**src/adc_cmp_pkg.sv**
```systemverilog
/*
 Constants for the auxiliary converter channel select and threshold comparator bank.
 Assumes an APB slave with 32-bit data, one register per aligned word.
*/
// Notes on behaviour
// - Source register bit 6 includes the supply-voltage channel in the round robin when set.
// - Source register bit 4 includes the chip temperature channel when set.
// - Source register bits 2, 1 and 0 include pins C, B and A when set.
// - Control register bits 3 down to 0 enable comparators 4 down to 1.
// - Status bits 11 down to 8 read 1 when comparator 4 down to 1 has seen its condition.
// - Direction bit 12 selects below the threshold when 0 and greater or equal when 1.
// - Source field 15:13 selects 1 pin A, 2 pin B, 3 pin C, 5 temperature, 7 supply; 4 and 6 reserved, 0 reserved except on comparator 4.
// - Threshold field 11:0 is a 12-bit unsigned value compared directly with result data.
// - Comparator 2 has its own register with the same fields as comparator 1.
// - Each enabled comparator sets its interrupt status bit when its flag rises; irq is raised only if its interrupt enable bit is also set.
// - For comparator 4 only, source code 0 selects the backup battery voltage.
// - Results are 12-bit data paired with a 4-bit source code.
package adc_cmp_pkg;

	// ----------------------------------------
	// Register word indices and address width
	// ----------------------------------------
	localparam logic [15:0] IDX_CHANNEL_SELECT = 16'h402F;
	localparam logic [15:0] IDX_CMP_ENABLE     = 16'h4030;
	localparam logic [15:0] IDX_CMP_ONE        = 16'h4031;
	localparam logic [15:0] IDX_CMP_TWO        = 16'h4032;
	localparam logic [15:0] IDX_CMP_THREE      = 16'h4033;
	localparam logic [15:0] IDX_CMP_FOUR       = 16'h4034;
	localparam logic [15:0] IDX_IRQ_STATUS     = 16'h4040;
	localparam logic [15:0] IDX_IRQ_ENABLE     = 16'h4041;
	localparam logic [15:0] IDX_IRQ_CLEAR      = 16'h4042;
	localparam int          ADDR_W             = 18;

	// ----------------------------------------
	// Field positions
	// ----------------------------------------
	localparam int SEL_SUPPLY_BIT = 6;
	localparam int SEL_TEMP_BIT   = 4;
	localparam int SEL_PIN_C_BIT  = 2;
	localparam int SEL_PIN_B_BIT  = 1;
	localparam int SEL_PIN_A_BIT  = 0;
	localparam int FLAG_LSB       = 8;
	localparam int CFG_SRC_MSB    = 15;
	localparam int CFG_SRC_LSB    = 13;
	localparam int CFG_DIR_BIT    = 12;
	localparam int CFG_THR_MSB    = 11;
	localparam int NUM_CMP        = 4;

	// ----------------------------------------
	// Masks and reset values
	// ----------------------------------------
	localparam logic [15:0] SEL_MASK      = 16'h0057;
	localparam logic [15:0] SEL_RESET     = 16'h0000;
	localparam logic [3:0]  ENABLE_RESET  = 4'h0;
	localparam logic [15:0] CFG_RESET     = 16'h0000;

	// ----------------------------------------
	// Result source codes (4-bit)
	// ----------------------------------------
	localparam logic [3:0] SRC_BACKUP = 4'h0;
	localparam logic [3:0] SRC_PIN_A  = 4'h1;
	localparam logic [3:0] SRC_PIN_B  = 4'h2;
	localparam logic [3:0] SRC_PIN_C  = 4'h3;
	localparam logic [3:0] SRC_TEMP   = 4'h5;
	localparam logic [3:0] SRC_SUPPLY = 4'h7;

endpackage : adc_cmp_pkg

```
**src/threshold_cmp.sv**
```systemverilog
/*
 One threshold comparator with a detect flag updated on each result of its source.
 Assumes result strobes are synchronous to pclk.
*/
`timescale 1ns/1ps
`default_nettype none
module threshold_cmp
	import adc_cmp_pkg::*;
#(
	parameter bit BACKUP_OK = 1'b0
) (
	input  wire logic        pclk,
	input  wire logic        presetn,
	input  wire logic        on,
	input  wire logic [2:0]  input_code,
	input  wire logic        direction,
	input  wire logic [11:0] level,
	input  wire logic        result_valid,
	input  wire logic [3:0]  result_source,
	input  wire logic [11:0] result_data,
	output logic             hit
);

	logic source_ok;
	logic match;

	// ----------------------------------------
	// Source match and condition
	// ----------------------------------------
	always_comb begin
		source_ok = (result_source == {1'b0, input_code});
		if (input_code == 3'h4 || input_code == 3'h6)
			source_ok = 1'b0;
		if (input_code == 3'h0)
			source_ok = BACKUP_OK && (result_source == SRC_BACKUP);
		match = direction ? (result_data >= level) : (result_data < level);
	end

	// ----------------------------------------
	// Evaluate on each new result of own source
	// ----------------------------------------
	always_ff @(posedge pclk or negedge presetn) begin
		if (!presetn)
			hit <= 1'b0;
		else if (!on)
			hit <= 1'b0;
		else if (result_valid && source_ok)
			hit <= match;
	end

	AST_HIT_FOLLOWS: assert property (@(posedge pclk) disable iff (!presetn)
		on && $past(on) && result_valid && source_ok |=> hit == $past(match))
		else $error("comparator flag did not follow the result");
	AST_OFF_CLEAR: assert property (@(posedge pclk) disable iff (!presetn)
		!on |=> !hit)
		else $error("disabled comparator flag set");
	AST_RESERVED: assert property (@(posedge pclk) disable iff (!presetn)
		(input_code == 3'h4 || input_code == 3'h6) && !hit |=> !hit)
		else $error("reserved source set a flag");

endmodule : threshold_cmp
`default_nettype wire

```
**src/adc_input_select_compare.sv**
```systemverilog
/*
 Channel select and four-comparator bank for the auxiliary converter, APB slave.
 Assumes results arrive as a one-cycle valid strobe with 4-bit source and 12-bit data on pclk.
*/
`timescale 1ns/1ps
`default_nettype none
module adc_input_select_compare
	import adc_cmp_pkg::*;
(
	input  wire logic        pclk,
	input  wire logic        presetn,
	input  wire logic        psel,
	input  wire logic        penable,
	input  wire logic        pwrite,
	input  wire logic [31:0] paddr,
	input  wire logic [31:0] pwdata,
	output logic      [31:0] prdata,
	output logic             pready,
	output logic             pslverr,
	input  wire logic        result_valid,
	input  wire logic [3:0]  result_source,
	input  wire logic [11:0] result_data,
	output logic             supply_channel_include,
	output logic             temp_channel_include,
	output logic             pin_c_channel_include,
	output logic             pin_b_channel_include,
	output logic             pin_a_channel_include,
	output logic             irq
);

	logic [15:0]         channel_select;
	logic [NUM_CMP-1:0]  cmp_on;
	logic [15:0]         cmp_cfg [NUM_CMP];
	logic [NUM_CMP-1:0]  cmp_flag;
	logic [NUM_CMP-1:0]  flag_prev;
	logic [NUM_CMP-1:0]  irq_status;
	logic [NUM_CMP-1:0]  irq_enable;
	logic [15:0]         word_index;
	logic                setup;
	logic                wr;
	logic                mapped;
	logic [NUM_CMP-1:0]  clear_bits;
	logic [31:0]         next_prdata;

	// ----------------------------------------
	// Bus decode
	// ----------------------------------------
	assign word_index = paddr[ADDR_W-1:2];
	assign setup      = psel && !penable;
	assign wr         = psel && penable && pready && pwrite && !pslverr;

	always_comb begin
		mapped = 1'b1;
		if (paddr[1:0] != 2'h0 || paddr[31:ADDR_W] != '0)
			mapped = 1'b0;
		else if (word_index == IDX_CHANNEL_SELECT)
			mapped = 1'b1;
		else if (word_index >= IDX_CMP_ENABLE && word_index <= IDX_CMP_FOUR)
			mapped = 1'b1;
		else if (word_index >= IDX_IRQ_STATUS && word_index <= IDX_IRQ_CLEAR)
			mapped = 1'b1;
		else
			mapped = 1'b0;
	end

	always_comb begin
		next_prdata = 32'h0000_0000;
		if (!mapped)
			next_prdata = 32'h0000_0000;
		else if (word_index == IDX_CHANNEL_SELECT)
			next_prdata = {16'h0000, channel_select};
		else if (word_index == IDX_CMP_ENABLE)
			next_prdata = {20'h00000, cmp_flag, 4'h0, cmp_on};
		else if (word_index == IDX_CMP_ONE)
			next_prdata = {16'h0000, cmp_cfg[0]};
		else if (word_index == IDX_CMP_TWO)
			next_prdata = {16'h0000, cmp_cfg[1]};
		else if (word_index == IDX_CMP_THREE)
			next_prdata = {16'h0000, cmp_cfg[2]};
		else if (word_index == IDX_CMP_FOUR)
			next_prdata = {16'h0000, cmp_cfg[3]};
		else if (word_index == IDX_IRQ_STATUS)
			next_prdata = {28'h0000000, irq_status};
		else if (word_index == IDX_IRQ_ENABLE)
			next_prdata = {28'h0000000, irq_enable};
		else
			next_prdata = 32'h0000_0000;
	end

	// ----------------------------------------
	// Bus response: no wait states
	// ----------------------------------------
	always_ff @(posedge pclk or negedge presetn) begin
		if (!presetn) begin
			pready  <= 1'b0;
			pslverr <= 1'b0;
			prdata  <= 32'h0000_0000;
		end else begin
			pready  <= setup;
			pslverr <= setup && !mapped;
			if (setup && !pwrite)
				prdata <= next_prdata;
		end
	end

	// ----------------------------------------
	// Channel select and enable registers
	// ----------------------------------------
	always_ff @(posedge pclk or negedge presetn) begin
		if (!presetn) begin
			channel_select <= SEL_RESET;
			cmp_on         <= ENABLE_RESET;
			irq_enable     <= ENABLE_RESET;
		end else if (wr) begin
			if (word_index == IDX_CHANNEL_SELECT)
				channel_select <= pwdata[15:0] & SEL_MASK;
			else if (word_index == IDX_CMP_ENABLE)
				cmp_on <= pwdata[NUM_CMP-1:0];
			else if (word_index == IDX_IRQ_ENABLE)
				irq_enable <= pwdata[NUM_CMP-1:0];
		end
	end

	always_ff @(posedge pclk or negedge presetn) begin
		if (!presetn) begin
			supply_channel_include <= 1'b0;
			temp_channel_include   <= 1'b0;
			pin_c_channel_include  <= 1'b0;
			pin_b_channel_include  <= 1'b0;
			pin_a_channel_include  <= 1'b0;
		end else begin
			supply_channel_include <= channel_select[SEL_SUPPLY_BIT];
			temp_channel_include   <= channel_select[SEL_TEMP_BIT];
			pin_c_channel_include  <= channel_select[SEL_PIN_C_BIT];
			pin_b_channel_include  <= channel_select[SEL_PIN_B_BIT];
			pin_a_channel_include  <= channel_select[SEL_PIN_A_BIT];
		end
	end

	// ----------------------------------------
	// Comparator configuration
	// ----------------------------------------
	always_ff @(posedge pclk or negedge presetn) begin
		if (!presetn) begin
			for (int i = 0; i < NUM_CMP; i++)
				cmp_cfg[i] <= CFG_RESET;
		end else if (wr && word_index >= IDX_CMP_ONE && word_index <= IDX_CMP_FOUR) begin
			cmp_cfg[2'(word_index - IDX_CMP_ONE)] <= pwdata[15:0];
		end
	end

	// ----------------------------------------
	// Comparator bank
	// ----------------------------------------
	for (genvar g = 0; g < NUM_CMP; g++) begin : gen_cmp
		threshold_cmp #(
			.BACKUP_OK (g == NUM_CMP - 1)
		) u_cmp (
			.pclk          (pclk),
			.presetn       (presetn),
			.on            (cmp_on[g]),
			.input_code    (cmp_cfg[g][CFG_SRC_MSB:CFG_SRC_LSB]),
			.direction     (cmp_cfg[g][CFG_DIR_BIT]),
			.level         (cmp_cfg[g][CFG_THR_MSB:0]),
			.result_valid  (result_valid),
			.result_source (result_source),
			.result_data   (result_data),
			.hit           (cmp_flag[g])
		);
	end

	// ----------------------------------------
	// Interrupt status, set wins over clear
	// ----------------------------------------
	assign clear_bits = (wr && word_index == IDX_IRQ_CLEAR) ? pwdata[NUM_CMP-1:0] : 4'h0;

	always_ff @(posedge pclk or negedge presetn) begin
		if (!presetn) begin
			flag_prev  <= 4'h0;
			irq_status <= 4'h0;
			irq        <= 1'b0;
		end else begin
			flag_prev  <= cmp_flag;
			irq_status <= (irq_status & ~clear_bits) | (cmp_flag & ~flag_prev);
			irq        <= |(irq_status & irq_enable);
		end
	end

	// ----------------------------------------
	// Checks
	// ----------------------------------------
	AST_SUPPLY_SEL: assert property (@(posedge pclk) disable iff (!presetn)
		##1 supply_channel_include == $past(channel_select[SEL_SUPPLY_BIT]))
		else $error("supply include does not track select");
	AST_TEMP_SEL: assert property (@(posedge pclk) disable iff (!presetn)
		wr && word_index == IDX_CHANNEL_SELECT |-> ##2 temp_channel_include == $past(pwdata[4], 2))
		else $error("temperature include wrong after write");
	AST_PIN_SEL: assert property (@(posedge pclk) disable iff (!presetn)
		wr && word_index == IDX_CHANNEL_SELECT |-> ##2 pin_a_channel_include == $past(pwdata[0], 2))
		else $error("pin include wrong after write");
	AST_OFF_NO_FLAG: assert property (@(posedge pclk) disable iff (!presetn)
		!cmp_on[0] ##1 !cmp_on[0] |-> !cmp_flag[0])
		else $error("disabled comparator shows a flag");
	AST_STATUS_READ: assert property (@(posedge pclk) disable iff (!presetn)
		setup && !pwrite && mapped && word_index == IDX_CMP_ENABLE |=> prdata[11:8] == $past(cmp_flag))
		else $error("status bits misread");
	AST_GE_DETECT: assert property (@(posedge pclk) disable iff (!presetn)
		cmp_on[1] && $past(cmp_on[1]) && result_valid && cmp_cfg[1][15:13] == 3'h1
		&& result_source == SRC_PIN_A && cmp_cfg[1][12] && result_data >= cmp_cfg[1][11:0]
		|=> cmp_flag[1])
		else $error("greater-or-equal detect missed");
	AST_IRQ_LEVEL: assert property (@(posedge pclk) disable iff (!presetn)
		cmp_flag[0] && !flag_prev[0] && irq_enable[0] |-> ##2 irq)
		else $error("enabled event did not raise the interrupt");
	AST_BACKUP: assert property (@(posedge pclk) disable iff (!presetn)
		cmp_on[3] && $past(cmp_on[3]) && result_valid && cmp_cfg[3][15:13] == 3'h0
		&& result_source == SRC_BACKUP && !cmp_cfg[3][12] && result_data < cmp_cfg[3][11:0]
		|=> cmp_flag[3])
		else $error("backup source not detected");

endmodule : adc_input_select_compare
`default_nettype wire

```
**config.mk**
```make
export PLATFORM = sky130hd
export DESIGN_NAME = adc_input_select_compare
export DESIGN_NICKNAME = d
export VERILOG_FILES = /design/src/adc_cmp_pkg.sv /design/src/threshold_cmp.sv /design/src/adc_input_select_compare.sv
export SDC_FILE = /design/constraint.sdc
export NUM_CORES = 1
export LEC_CHECK = 0
export ABC_CLOCK_PERIOD_IN_PS = 3600
export BUFFER_PORTS_ARGS = -buffer_cell sky130_fd_sc_hd__buf_2
export CORE_ASPECT_RATIO = 0.7
export CORE_MARGIN = 2
export CORE_UTILIZATION = 55
export CTS_CLUSTER_SIZE = 25
export DETAILED_ROUTE_END_ITERATION = 8
export GPL_TIMING_DRIVEN = 0
export PLACE_DENSITY_LB_ADDON = 0.3
export REMOVE_ABC_BUFFERS = 1
export SLEW_MARGIN = 5
export SYNTH_ARGS = -nofsm -noshare
export SYNTH_HDL_FRONTEND = slang
export SYNTH_SLANG_ARGS = --single-unit
```
**constraint.sdc**
```tcl
create_clock -name pclk -period 3.6 [get_ports pclk]
set_clock_uncertainty 0.2 [all_clocks]
set_input_delay 0.18 -clock pclk [delete_from_list [all_inputs] [get_ports pclk]]
set_output_delay 0.18 -clock pclk [all_outputs]
set_load 0.005 [all_outputs]
```
Word level (Yosys, flattened, before mapping):

Cells that the tools add are included.
Widths: inputs -> output; s select.

* add/subtract/negate cells: 1
* order comparisons: 15
* equality and inequality tests: 25
* muxes and demuxes: 37
* bitwise gates (word level): 9
* reductions and logical operators: 37

Operators by type and width (count)
* $eq 16x15->1 const B: 9
* $mux 16: 8
* $bwmux 64: 1
* $ge 12x12->1: 4
* $ge 16x15->1 const B: 3
* $lt 12x12->1: 4
* $demux 16 s2: 1
* $le 16x15->1 const B: 2
* $eq 3x3->1 const B: 8
* $mux 1: 24
* $logic_and 1x1->1: 17
* $eq 4x3->1: 4
* $reduce_bool 14->1: 1
* $and 4x4->4: 3
* $logic_not 3->1: 4
* $mux 4: 3
* $ne 2x1->1 const B: 4
* $not 4->4: 2
* $logic_or 1x1->1: 5
* $logic_not 1->1: 4
* $logic_not 4->1: 1
* $or 4x4->4: 1
* $reduce_and 4->1: 1
* $reduce_or 4->1: 1
* 8 further kinds: 9

* register bits: 129
* input port bits: 86
* output and inout bits: 40

Longest topological paths before layout:

Gate-level depths: netlist of run 1.

* depth after elaboration: 10
* mapped depth: 9
* gate-level depth less buffers: 8

By module:

Synthesis of run 1 repeated with hierarchy kept, for this count alone.

* cell total of the unflattened synthesis: 638
* area total of the unflattened synthesis: 6952.9 µm²

Modules (own cells, without submodules)
* adc_input_select_compare: times used 1, cells each 427, area an instance 5242.5 µm², sequential area each 2727.6 µm²
* threshold_cmp (gen_cmp[0].u_cmp ...): times used 3, cells each 52, area an instance 426.7 µm², sequential area each 25.0 µm²
* threshold_cmp (gen_cmp[3].u_cmp): times used 1, cells each 55, area an instance 430.4 µm², sequential area each 25.0 µm²

Least setup slack after synthesis of run 1:

No wires, ideal clock.

* kind: input-to-reg
* start: input port paddr[11]
* end: register cmp_cfg[38] in the netlist's numbering
* setup time: 125 ps
* arrival time: 1997 ps
* slack: 1277 ps
* cell stages on the path: 9
* cell sequence: nor4_4 nand2_2 buf_2 nor2_1 o22ai_1 or3b_1 buf_6 buf_12 mux2_4

* cells in the longest elaborated chain, start to end: 3
* elaborated cells between the ends (all ways): 4

Ends and longest elaborated chain
* start, declared: RTL line adc_input_select_compare.sv:15 `input wire logic [31:0] paddr,`
* $ge 16x15->1: RTL line adc_input_select_compare.sv:147 `end else if (wr && word_index >= IDX_CMP_ONE && word_index <= IDX_CMP_FOUR) begin`
* $logic_and 1x1->1: RTL line adc_input_select_compare.sv:147
* $logic_and 1x1->1 (*): RTL line adc_input_select_compare.sv:147
* end signal, assigned by index: RTL line adc_input_select_compare.sv:148 `cmp_cfg[2'(word_index - IDX_CMP_ONE)] <= pwdata[15:0];`
* end, declared: RTL line adc_input_select_compare.sv:33 `logic [15:0] cmp_cfg [NUM_CMP];`

Mark *: on every way between the ends. The rest lies on a longest branch, timed or not.
A chain may end at the register's enable or synchronous reset.

Worst setup path in the final report of run 1:

* start: input port paddr[2]
* end: register cmp_cfg[60] in the netlist's numbering

* cells in the longest elaborated chain, start to end: 7
* elaborated cells between the ends (all ways): 12

Ends and longest elaborated chain (RTL line)
* $sub 2x1->2: adc_input_select_compare.sv:148
* $not 2->3 (implied by the code): adc_input_select_compare.sv:148
* $ge 3x3->1 (implied by the code) or $lt 3x1->1 (tied branches): adc_input_select_compare.sv:148
* $logic_and 1x1->1 (implied by the code): adc_input_select_compare.sv:148
* $mux 16 (implied by the code): adc_input_select_compare.sv:148
* $demux 16 s2: adc_input_select_compare.sv:148
* $bwmux 64: adc_input_select_compare.sv:148

Several ways; a longest one is shown, not always the timed one.

==> flow_summary.yaml, run 1 <==
status:
  outcome: "finished clean"
cells_and_area:
  layout_commonest_cell: "dfrtp_1"
  regArea_um2: 2830
  antenna-diode-count: 0
  final_cell_mix: "dfrtp_1, buf_2, mux2_2"
  multi_input_area_um2: 3630
  drive_gt1_share_pct: 28.5
  fin_area_um2: 8130
  num-nets-final: 890
  area_delta_synth_final_pct: 18.9
  n_fill_cell: 968
critical_path:
  cp.required_ns: 3.70
  critPathKind: "in -> reg"
  critPathLaunchType: "input port"
  cp-startpoint: "paddr[2]"
  crit_path_max_fanout: 20
  slowest_stage: "nor4b_4"
  cpPeakStageDelay_ns: 1.03
  crit_arrival_ns: 3.53
  crit_chain: "buf_2 > nor4b_4 > nand3_1 > a21oi_1 > o21ai_1 > or4b_1 > mux2_4"
  worstReg2RegStart: "pslverr"
  cp-end-kind: "flip-flop"
worst_hold_path:
  hold_start: "paddr[22]"
  hp-class: "in -> reg"
sta:
  final.min_clock_period_ns: 3.43
  setup_ws_ns: 0.169
  fmax_ghz: 0.291
  hold_violations: 0
  finalSetupViolCount: 0
  grt_setup_unrepaired: "no"
  slew_headroom_pct: 16.4
  maxSlewViolCount: 0
  tightestPinTransition_ns: 1.24
  hold_ws_ns: 0.0581
  fin_crit_sh_pct: 95.3
logic_synthesis:
  avgSynthCellArea_um2: 10.6
  syn_area_um2: 6840
  synth_cells: 643
  synth_cell_types: 69
  yosysWarnings: 0
  ys_ff_latch: 113
  ys.flop_type: "dfrtp_1"
  synth_edf_count: 0
  synthArstFlopShare_pct: 100
  synth_seq_area_share_pct: 41.3
clock_network:
  clk_latency_ns: 0.42
  htreeDepth: 4
  path_clk_slew_ns: 0.06
  clock-sinks: 113
  post_cts_resized: 0
  root_buffer: "clkbuf_16"
  clockBufferDepth: 2
  cts_buffers: 17
  tritoncts: "built"
global_routing:
  track_usage_pct: 29.6
  antenna_found_initial: 0
  first_global_vias: 5628
  grt_overflow_total: 0
  grt_pass1_wl_mm: 29.9
  grt_max_degree: 96
floorplan:
  die_x_um: 137
  boundaryPins: 126
  coreArea_um2: 12300
  die_y_um: 97.3
  row_count: 34
  start_util_pct: 55.6
  dieArea_um2: 13400
place:
  pre_cts_ws_ns: -0.160
  dp_hpwl_mm: 13.3
  port-buffer-count: 93
  gp_congestion: 0.943
  placed_area_um2: 7390
route:
  routed-wl-met3_mm: 1.43
  first_pass_iters: 7
  wl_mm: 18.5
  viasPerCell: 6.08
  drt-initial-drc-count: 548
  route.antenna.remaining_nets: 0
  dr.max_layer_used: "met4"
  met1_length_mm: 8.38
  wl_met2_mm: 8.46
  avgRoutedWirePerCell_um: 19.9
  drc: 0
  vias: 5659
flow_run:
  drv_cap: 0
power_and_ir_drop:
  power.density_nw_per_um2: 378
  total_power_w: 0.00308
  vdd_ir_drop_max_mv: 0.358
  leakage_nw: 3.78
==> logic make-up after synthesis <==
kind of cell	after synthesis	synth area share, %
XOR/XNOR	4	0.512
flip-flops	113	41.3
AND/OR/NAND/NOR	155	12.9
buffers and inverters	90	6.79
adder cells (fa/ha/maj)	48	8.78
AO/OA/AOI/OAI	151	15.2
multiplexers	81	14.4
other	1	0.0548
==> timing repair <==
item                      CTS  global route
setup buffers               0             0
hold buffers               20             0
hold endpoints to repair  195             0
==> cells in the mapped netlist (all sizes together) (8+ instances only) <==
cell    number  area share, %
clkbuf      13            1.0
a21boi       9           0.99
dfrtp      113             41
o21ai       30            2.2
nand3        9           0.66
buf         25            2.9
nand2       47            2.6
mux2        77             14
a22oi        8           0.88
nor2b        8           0.73
nor2        22            1.2
nor4        11            1.3
a21o        11            1.2
a31oi        8           0.73
nand4       11            1.0
a21oi       28            2.0
ha          48            8.8
inv         52            2.9
a211oi       9           0.99
nand2b      11            1.0
a222oi      12            1.8
==> per-layer routing <==
layer / global-route usage (%) / up-vias
li1: - / 2581
met1: 42.8 / 2789
met2: 45.2 / 266
met3: 5.16 / 23
met4: 9.44 / 0
met5: 0 / -
==> critical path, delay by kind of cell <==
family                 cells  cell delay (ns)
muxes                      1             0.49
AOI/OAI and AO/OA          2             0.35
and+or+nand+nor            3             2.26
buffers and inverters      1             0.24
==> sequential cells by signal, summed over array words and instances, names as in the netlist, 4 cells and up <==
| register | count |
|---|---|
| flag_prev | 4 |
| gen_cmp.u_cmp.hit | 4 |
| cmp_on | 4 |
| channel_select | 5 |
| irq_status | 4 |
| cmp_cfg | 64 |
| irq_enable | 4 |
| prdata | 16 |
==> report_power, final <==
part           switching [W]  total, W  internal (W)  leakage, nW
clock               0.000633   0.00154      0.000903        0.263
combinational       0.000159  0.000265      0.000106         1.96
sequential        0.00000251   0.00128       0.00127         1.56
==> path summary, 6_finish.rpt <==
kind | to | slack [ns] | cells after the start
max | cmp_cfg[60] | 0.17 | 7
min | pslverr | 0.06 | 4
max reg2reg | cmp_cfg[41] | 0.59 | 6
min reg2reg | pin_b_channel_include | 0.20 | 0
max in group asynchronous | irq_enable[2] | 1.91 | 3
min in group asynchronous | cmp_cfg[57] | 0.15 | 3
==> cell type report <==
cell class	instances	area share [%]
multi-input cells	455	44.6
well taps	162	2.49
clock buffers	18	5.40
inverters	52	2.40
clock inverters	14	1.32
flip-flops and latches	113	34.8
repair buffers	117	9.01
==> metrics by stage <==
step           instances  utilization [%]  setup TNS, ns
2_1_floorplan        620                -              0
4_1_cts              931             66.2              0
6_report             931             66.2              0
3_3_place_gp         875             59.3         -27.57
5_1_grt              931             66.2              0
3_5_place_dp         879             60.1          -4.41
No activity file was read; power rests on OpenSTA's default activity.
==> run 2, diff against run 1 <==
--- a/config.mk
+++ b/config.mk
@@ -10,10 +10,10 @@
 export CORE_ASPECT_RATIO = 0.7
 export CORE_MARGIN = 2
 export CORE_UTILIZATION = 55
-export CTS_CLUSTER_SIZE = 25
+export CTS_CLUSTER_SIZE = 40
 export DETAILED_ROUTE_END_ITERATION = 8
 export GPL_TIMING_DRIVEN = 0
-export PLACE_DENSITY_LB_ADDON = 0.3
+export PLACE_DENSITY_LB_ADDON = 0.08
 export REMOVE_ABC_BUFFERS = 1
 export SLEW_MARGIN = 5
 export SYNTH_ARGS = -nofsm -noshare
==> run 2 against run 1 <==
  * Design area is 1.4% higher
  * Core utilization grew 0.93 points
  * Combinational power about the same
  * Setup slack gained 0.27 ns
  * Wire length up 0.67%
  * Critical path depth unchanged
  * Sequential share of layout area shrank 0.48 points
  * Hold slack worse by 0.035 ns
  * Sequential power barely moved
  * Fmax increased by 8.4%
  * Non-clock buffer count up 3
  * Critical path type unchanged
  * Largest power group unchanged
  * Highest routed layer unchanged
==> flow_summary.yaml, run 2 (synthesized netlist as in run 1, its figures left out) <==
route:
  route.antenna.remaining_nets: 0
  vias: 5551
  drt-initial-drc-count: 467
  wl_mm: 18.7
  avgRoutedWirePerCell_um: 20.0
  viasPerCell: 5.95
  drc: 0
  first_pass_iters: 6
clock_network:
  root_buffer: "clkbuf_16"
  clockBufferDepth: 2
  htreeDepth: 4
  clk_latency_ns: 0.41
  path_clk_slew_ns: 0.05
  tritoncts: "built"
  cts_buffers: 17
  clock-sinks: 113
  post_cts_resized: 0
worst_hold_path:
  hold_start: "paddr[22]"
  hp-class: "in -> reg"
power_and_ir_drop:
  total_power_w: 0.00334
  power.combinational.fraction_pct: 8.0
  leakage_nw: 3.84
  power_frac_clock_pct: 53.7
  p_int_w: 0.00259
  swShare_pct: 22.4
  netSwitchingPower_w: 0.000746
  vdd_ir_drop_max_mv: 0.348
  power_frac_seq_pct: 38.3
  power.density_nw_per_um2: 404
global_routing:
  first_global_vias: 5406
  track_usage_pct: 29.2
  grt_overflow_total: 0
  grt_max_degree: 67
  antenna_found_initial: 0
  grt_pass1_wl_mm: 29.3
critical_path:
  crit_path_max_fanout: 16
  slowest_stage: "or4b_1"
  cpPeakStageDelay_ns: 1.04
  cp_common_cell: "nor2_1"
  crit_arrival_ns: 3.25
  cp-end-kind: "flip-flop"
  cp.required_ns: 3.69
  critPathKind: "in -> reg"
  crit_chain: "buf_2 > nor4_4 > nand4_1 > nor2_1 > nor2_1 > or4b_1 > mux2_4"
  worstReg2RegStart: "pslverr"
  cp-startpoint: "paddr[11]"
  critPathLaunchType: "input port"
cells_and_area:
  largest_register: "cmp_cfg"
  top_regs: "cmp_cfg (64), prdata (16), channel_select (5)"
  final_cell_mix: "dfrtp_1, buf_2, mux2_2"
  antenna-diode-count: 0
  largest_reg_flops: 64
  area_delta_synth_final_pct: 20.6
  drive_gt1_share_pct: 28.7
  layout_commonest_cell: "dfrtp_1"
  post-route-util_pct: 67.1
  num-nets-final: 893
floorplan:
  dieArea_um2: 13400
  coreArea_um2: 12300
  die_y_um: 97.3
  start_util_pct: 55.6
  row_count: 34
  die_x_um: 137
  boundaryPins: 126
sta:
  fin_crit_sh_pct: 87.9
  fmax_ghz: 0.316
  hold_violations: 0
  grt_setup_unrepaired: "no"
  finalSetupViolCount: 0
  tightestPinTransition_ns: 1.13
  final.min_clock_period_ns: 3.16
  maxSlewViolCount: 0
  slew_headroom_pct: 24.4
place:
  port-buffer-count: 93
  dp_hpwl_mm: 13.3
  gp_congestion: 0.887
status:
  outcome: "finished clean"
flow_run:
  drv_cap: 0
run 2: changes by cell type in the layout (fill, tap and decap cells not counted), moves of 2 or more:
cell / before / now
inv_6: 4 / 0
clkbuf_1: 0 / 2
clkbuf_8: 1 / 3
bufinv_16: 0 / 4
buf_4: 1 / 5
clkinv_4: 4 / 2
clkinvlp_4: 3 / 1
run 2: path summary, 6_finish.rpt:
path	endpoint	slack (ns)	cells past startpoint
worst max register to register	cmp_cfg[45]	0.76	6
worst min register to register	pin_a_channel_include	0.20	0
min in group asynchronous	cmp_cfg[40]	0.07	2
worst min-delay path	pslverr	0.02	4
max in group asynchronous	channel_select[4]	2.43	3
worst max-delay path	cmp_cfg[62]	0.44	7
run 2: layout make-up:
| class | instances | area, um^2 |
|---|---|---|
| timing repair buffer | 120 | 757 |
| inverter | 52 | 195 |
| fill | 973 | 4050 |
| tap | 162 | 203 |
| multi-input combinational | 455 | 3640 |
| clock buffer | 22 | 474 |
| clock inverter | 9 | 155 |
| sequential | 113 | 2830 |
run 2: metrics by stage:
| stage | worst slack [ns] | area, um^2 | instances | setup TNS [ns] | hold WS, ns |
|---|---|---|---|---|---|
| after detailed placement | -0.302 | 7400 | 880 | -8.12 | -0.0457 |
| after global placement | -1.08 | 7300 | 875 | -36.22 | 0.177 |
| final | 0.435 | 8250 | 933 | 0 | 0.0232 |
| after floorplan | 0.772 | 6630 | 620 | 0 | -0.316 |
| after global routing | 0.375 | 8250 | 933 | 0 | 0.0379 |
| after CTS | 0.110 | 8220 | 930 | 0 | 0.0158 |
run 2: critical path: cells and delay by family:
kind / cells / cell delay [ns]
buffers and inverters: 1 / 0.11
muxes: 1 / 0.49
and+or+nand+nor: 5 / 2.47
run 2: power by group through the flow:
stage	combinational (W)	clock [W]	sequential [W]
3_3_place_gp	0.000227	0	0.00130
5_1_grt	0.000296	0.00188	0.00128
2_1_floorplan	0.000101	0	0.00130
6_report	0.000267	0.00179	0.00128
3_5_place_dp	0.000244	0	0.00130
4_1_cts	0.000263	0.00181	0.00128
run 2: timing repair:
item                                    in CTS  in global routing
hold endpoints to repair                   189                  0
setup buffers                                0                  3
hold buffers                                19                  0
endpoints found under the setup margin       0                 32
run 2: metal layers:
| layer | GRT usage [%] | vias up | share of wire (%) |
|---|---|---|---|
| li1 | - | 2587 | - |
| met5 | 0 | - | 0 |
| met2 | 43.8 | 210 | 46 |
| met4 | 8.33 | 0 | 1.6 |
| met1 | 42.5 | 2727 | 46 |
| met3 | 6.16 | 27 | 6.6 |
==> run 3, diff against run 2 <==
--- a/config.mk
+++ b/config.mk
@@ -5,11 +5,12 @@
 export SDC_FILE = /design/constraint.sdc
 export NUM_CORES = 1
 export LEC_CHECK = 0
-export ABC_CLOCK_PERIOD_IN_PS = 3600
+export ABC_CLOCK_PERIOD_IN_PS = 2900
 export BUFFER_PORTS_ARGS = -buffer_cell sky130_fd_sc_hd__buf_2
 export CORE_ASPECT_RATIO = 0.7
 export CORE_MARGIN = 2
-export CORE_UTILIZATION = 55
+export CORE_UTILIZATION = 53
+export CTS_BUF_LIST = sky130_fd_sc_hd__clkbuf_4
 export CTS_CLUSTER_SIZE = 40
 export DETAILED_ROUTE_END_ITERATION = 8
 export GPL_TIMING_DRIVEN = 0
==> constraint.sdc (replaced) <==
create_clock -name pclk -period 2.9 [get_ports pclk]
set_clock_uncertainty 0.2 [all_clocks]
set_input_delay 0.58 -clock pclk [delete_from_list [all_inputs] [get_ports pclk]]
set_output_delay 0.58 -clock pclk [all_outputs]
set_load 0.005 [all_outputs]
==> run 3 against run 2 <==
  * Core utilization shrank 5.2 points
  * Non-clock buffer count shrank 19
  * Clock power shrank 28%
  * Cell count shrank 1.9%
  * Hold slack gained 0.017 ns
  * Clock-buffer cell count shrank 3
  * First-iteration DRC count grew 13%
  * Critical path type unchanged
==> flow_summary.yaml, run 3 (synthesized netlist as in run 1, its figures left out) <==
status:
  outcome: "finished clean"
floorplan:
  start_util_pct: 54.7
  die_x_um: 140
  coreArea_um2: 12500
  die_y_um: 99.1
  row_count: 34
  dieArea_um2: 13800
  boundaryPins: 126
global_routing:
  antenna_found_initial: 0
  grt_pass1_wl_mm: 28.6
  first_global_vias: 5362
  track_usage_pct: 26.9
  grt_max_degree: 90
  grt_overflow_total: 0
power_and_ir_drop:
  vdd_ir_drop_max_mv: 0.346
  leakage_nw: 3.61
  power.density_nw_per_um2: 409
sta:
  grt_setup_unrepaired: "no"
  fmax_ghz: 0.351
  slew_headroom_pct: 23.9
  tightestPinTransition_ns: 1.14
  fin_crit_sh_pct: 98.2
  final.min_clock_period_ns: 2.85
  hold_violations: 0
  hold_ws_ns: 0.0404
  maxSlewViolCount: 0
  finalSetupViolCount: 0
place:
  port-buffer-count: 93
  dp_hpwl_mm: 13.3
  placed_area_um2: 7400
  gp_congestion: 0.907
  dp.cells: 880
worst_hold_path:
  hold_start: "penable"
  hp-class: "in -> reg"
route:
  vias: 5515
  first_pass_iters: 5
  drt-initial-drc-count: 526
  avgRoutedWirePerCell_um: 19.9
  wl_mm: 18.2
  route.antenna.remaining_nets: 0
  viasPerCell: 6.03
  drc: 0
critical_path:
  cp-end-kind: "flip-flop"
  cp.required_ns: 3.12
  critPathKind: "in -> reg"
  crit_arrival_ns: 3.07
  critPathLaunchType: "input port"
  crit_path_max_fanout: 16
  cp-startpoint: "paddr[11]"
  worstReg2RegStart: "pslverr"
cells_and_area:
  layoutNonFillerInstCount: 915
  n_fill_cell: 1080
  layout_commonest_cell: "dfrtp_1"
  final_cell_mix: "dfrtp_1, buf_2, mux2_2"
  drive_gt1_share_pct: 29.7
  largest_reg_flops: 64
  fin_area_um2: 7740
  regArea_um2: 2830
  multi_input_area_um2: 3640
  largest_register: "cmp_cfg"
  top_regs: "cmp_cfg (64), prdata (16), channel_select (5)"
  post-route-util_pct: 61.9
  area_delta_synth_final_pct: 13.1
  antenna-diode-count: 0
  num-nets-final: 874
clock_network:
  clock-sinks: 113
  htreeDepth: 4
  path_clk_slew_ns: 0.11
  clk_latency_ns: 0.53
  tritoncts: "built"
  clockBufferDepth: 2
  cts_buffers: 17
  root_buffer: "clkbuf_4"
flow_run:
  drv_cap: 0
run 3: cell count changes in the layout (fill, tap and decap cells not counted), moves of 2 or more:
cell,change
clkbuf_4,+19
dlygate4sd3_1,-18
clkbuf_16,-17
clkbuf_8,-3
clkbuf_1,-2
clkinv_4,+2
run 3: through the flow:
stage                     setup slack [ns]  total power [W]  setup TNS, ns
after floorplan                     -0.328          0.00174          -9.50
after global placement               -2.20          0.00189        -158.92
after detailed placement             -1.42          0.00192         -81.55
after CTS                           0.0172          0.00319              0
after global routing                0.0154          0.00331              0
final                               0.0511          0.00317              0
run 3: path summary, 6_finish.rpt:
check                      cells after the start  slack, ns                     end
hold reg to reg                                0       0.20  supply_channel_include
max in group asynchronous                      3       1.53             cmp_cfg[47]
setup reg to reg                               6       0.13             cmp_cfg[41]
setup / recovery                               7       0.05             cmp_cfg[57]
hold / removal                                 2       0.04                  pready
min in group asynchronous                      2       0.26               prdata[8]
run 3: metal layers:
layer,wire [um],global-route usage [%]
met5,0,0
met1,8720,39.2
met3,1210,4.86
met2,7850,40.0
met4,384,10.4
run 3: cell type report:
type,instances,area share [%]
flip-flops and latches,113,36.6
well taps,162,2.62
clock inverters,13,2.10
clock buffers,19,1.84
multi-input cells,455,47.0
inverters,52,2.52
repair buffers,101,7.36
run 3: worst max-delay path, cell delays in order:
cell and delay (ns):
buf_2 0.11, nor4_4 0.40, nand2_2 0.23, a21oi_1 0.17, o21ai_1 0.13, or4b_2 1.01
mux2_4 0.42
run 3: what timing repair did:
action,4_1_cts,5_1_grt
pin swaps,2,0
endpoints found under the setup margin,64,16
gates resized for setup,2,1
hold buffers,1,0
setup buffers,2,0
endpoints found under the hold margin,24,0
gates cloned,0,0
run 3: where the power goes:
| group | total, W | switching (W) | leakage, nW | internal [W] |
|---|---|---|---|---|
| clock network | 0.00128 | 0.000658 | 0.161 | 0.000618 |
| logic | 0.000309 | 0.000194 | 1.89 | 0.000116 |
| registers | 0.00158 | 0.00000302 | 1.56 | 0.00158 |
| total | 0.00317 | 0.000855 | 3.61 | 0.00231 |
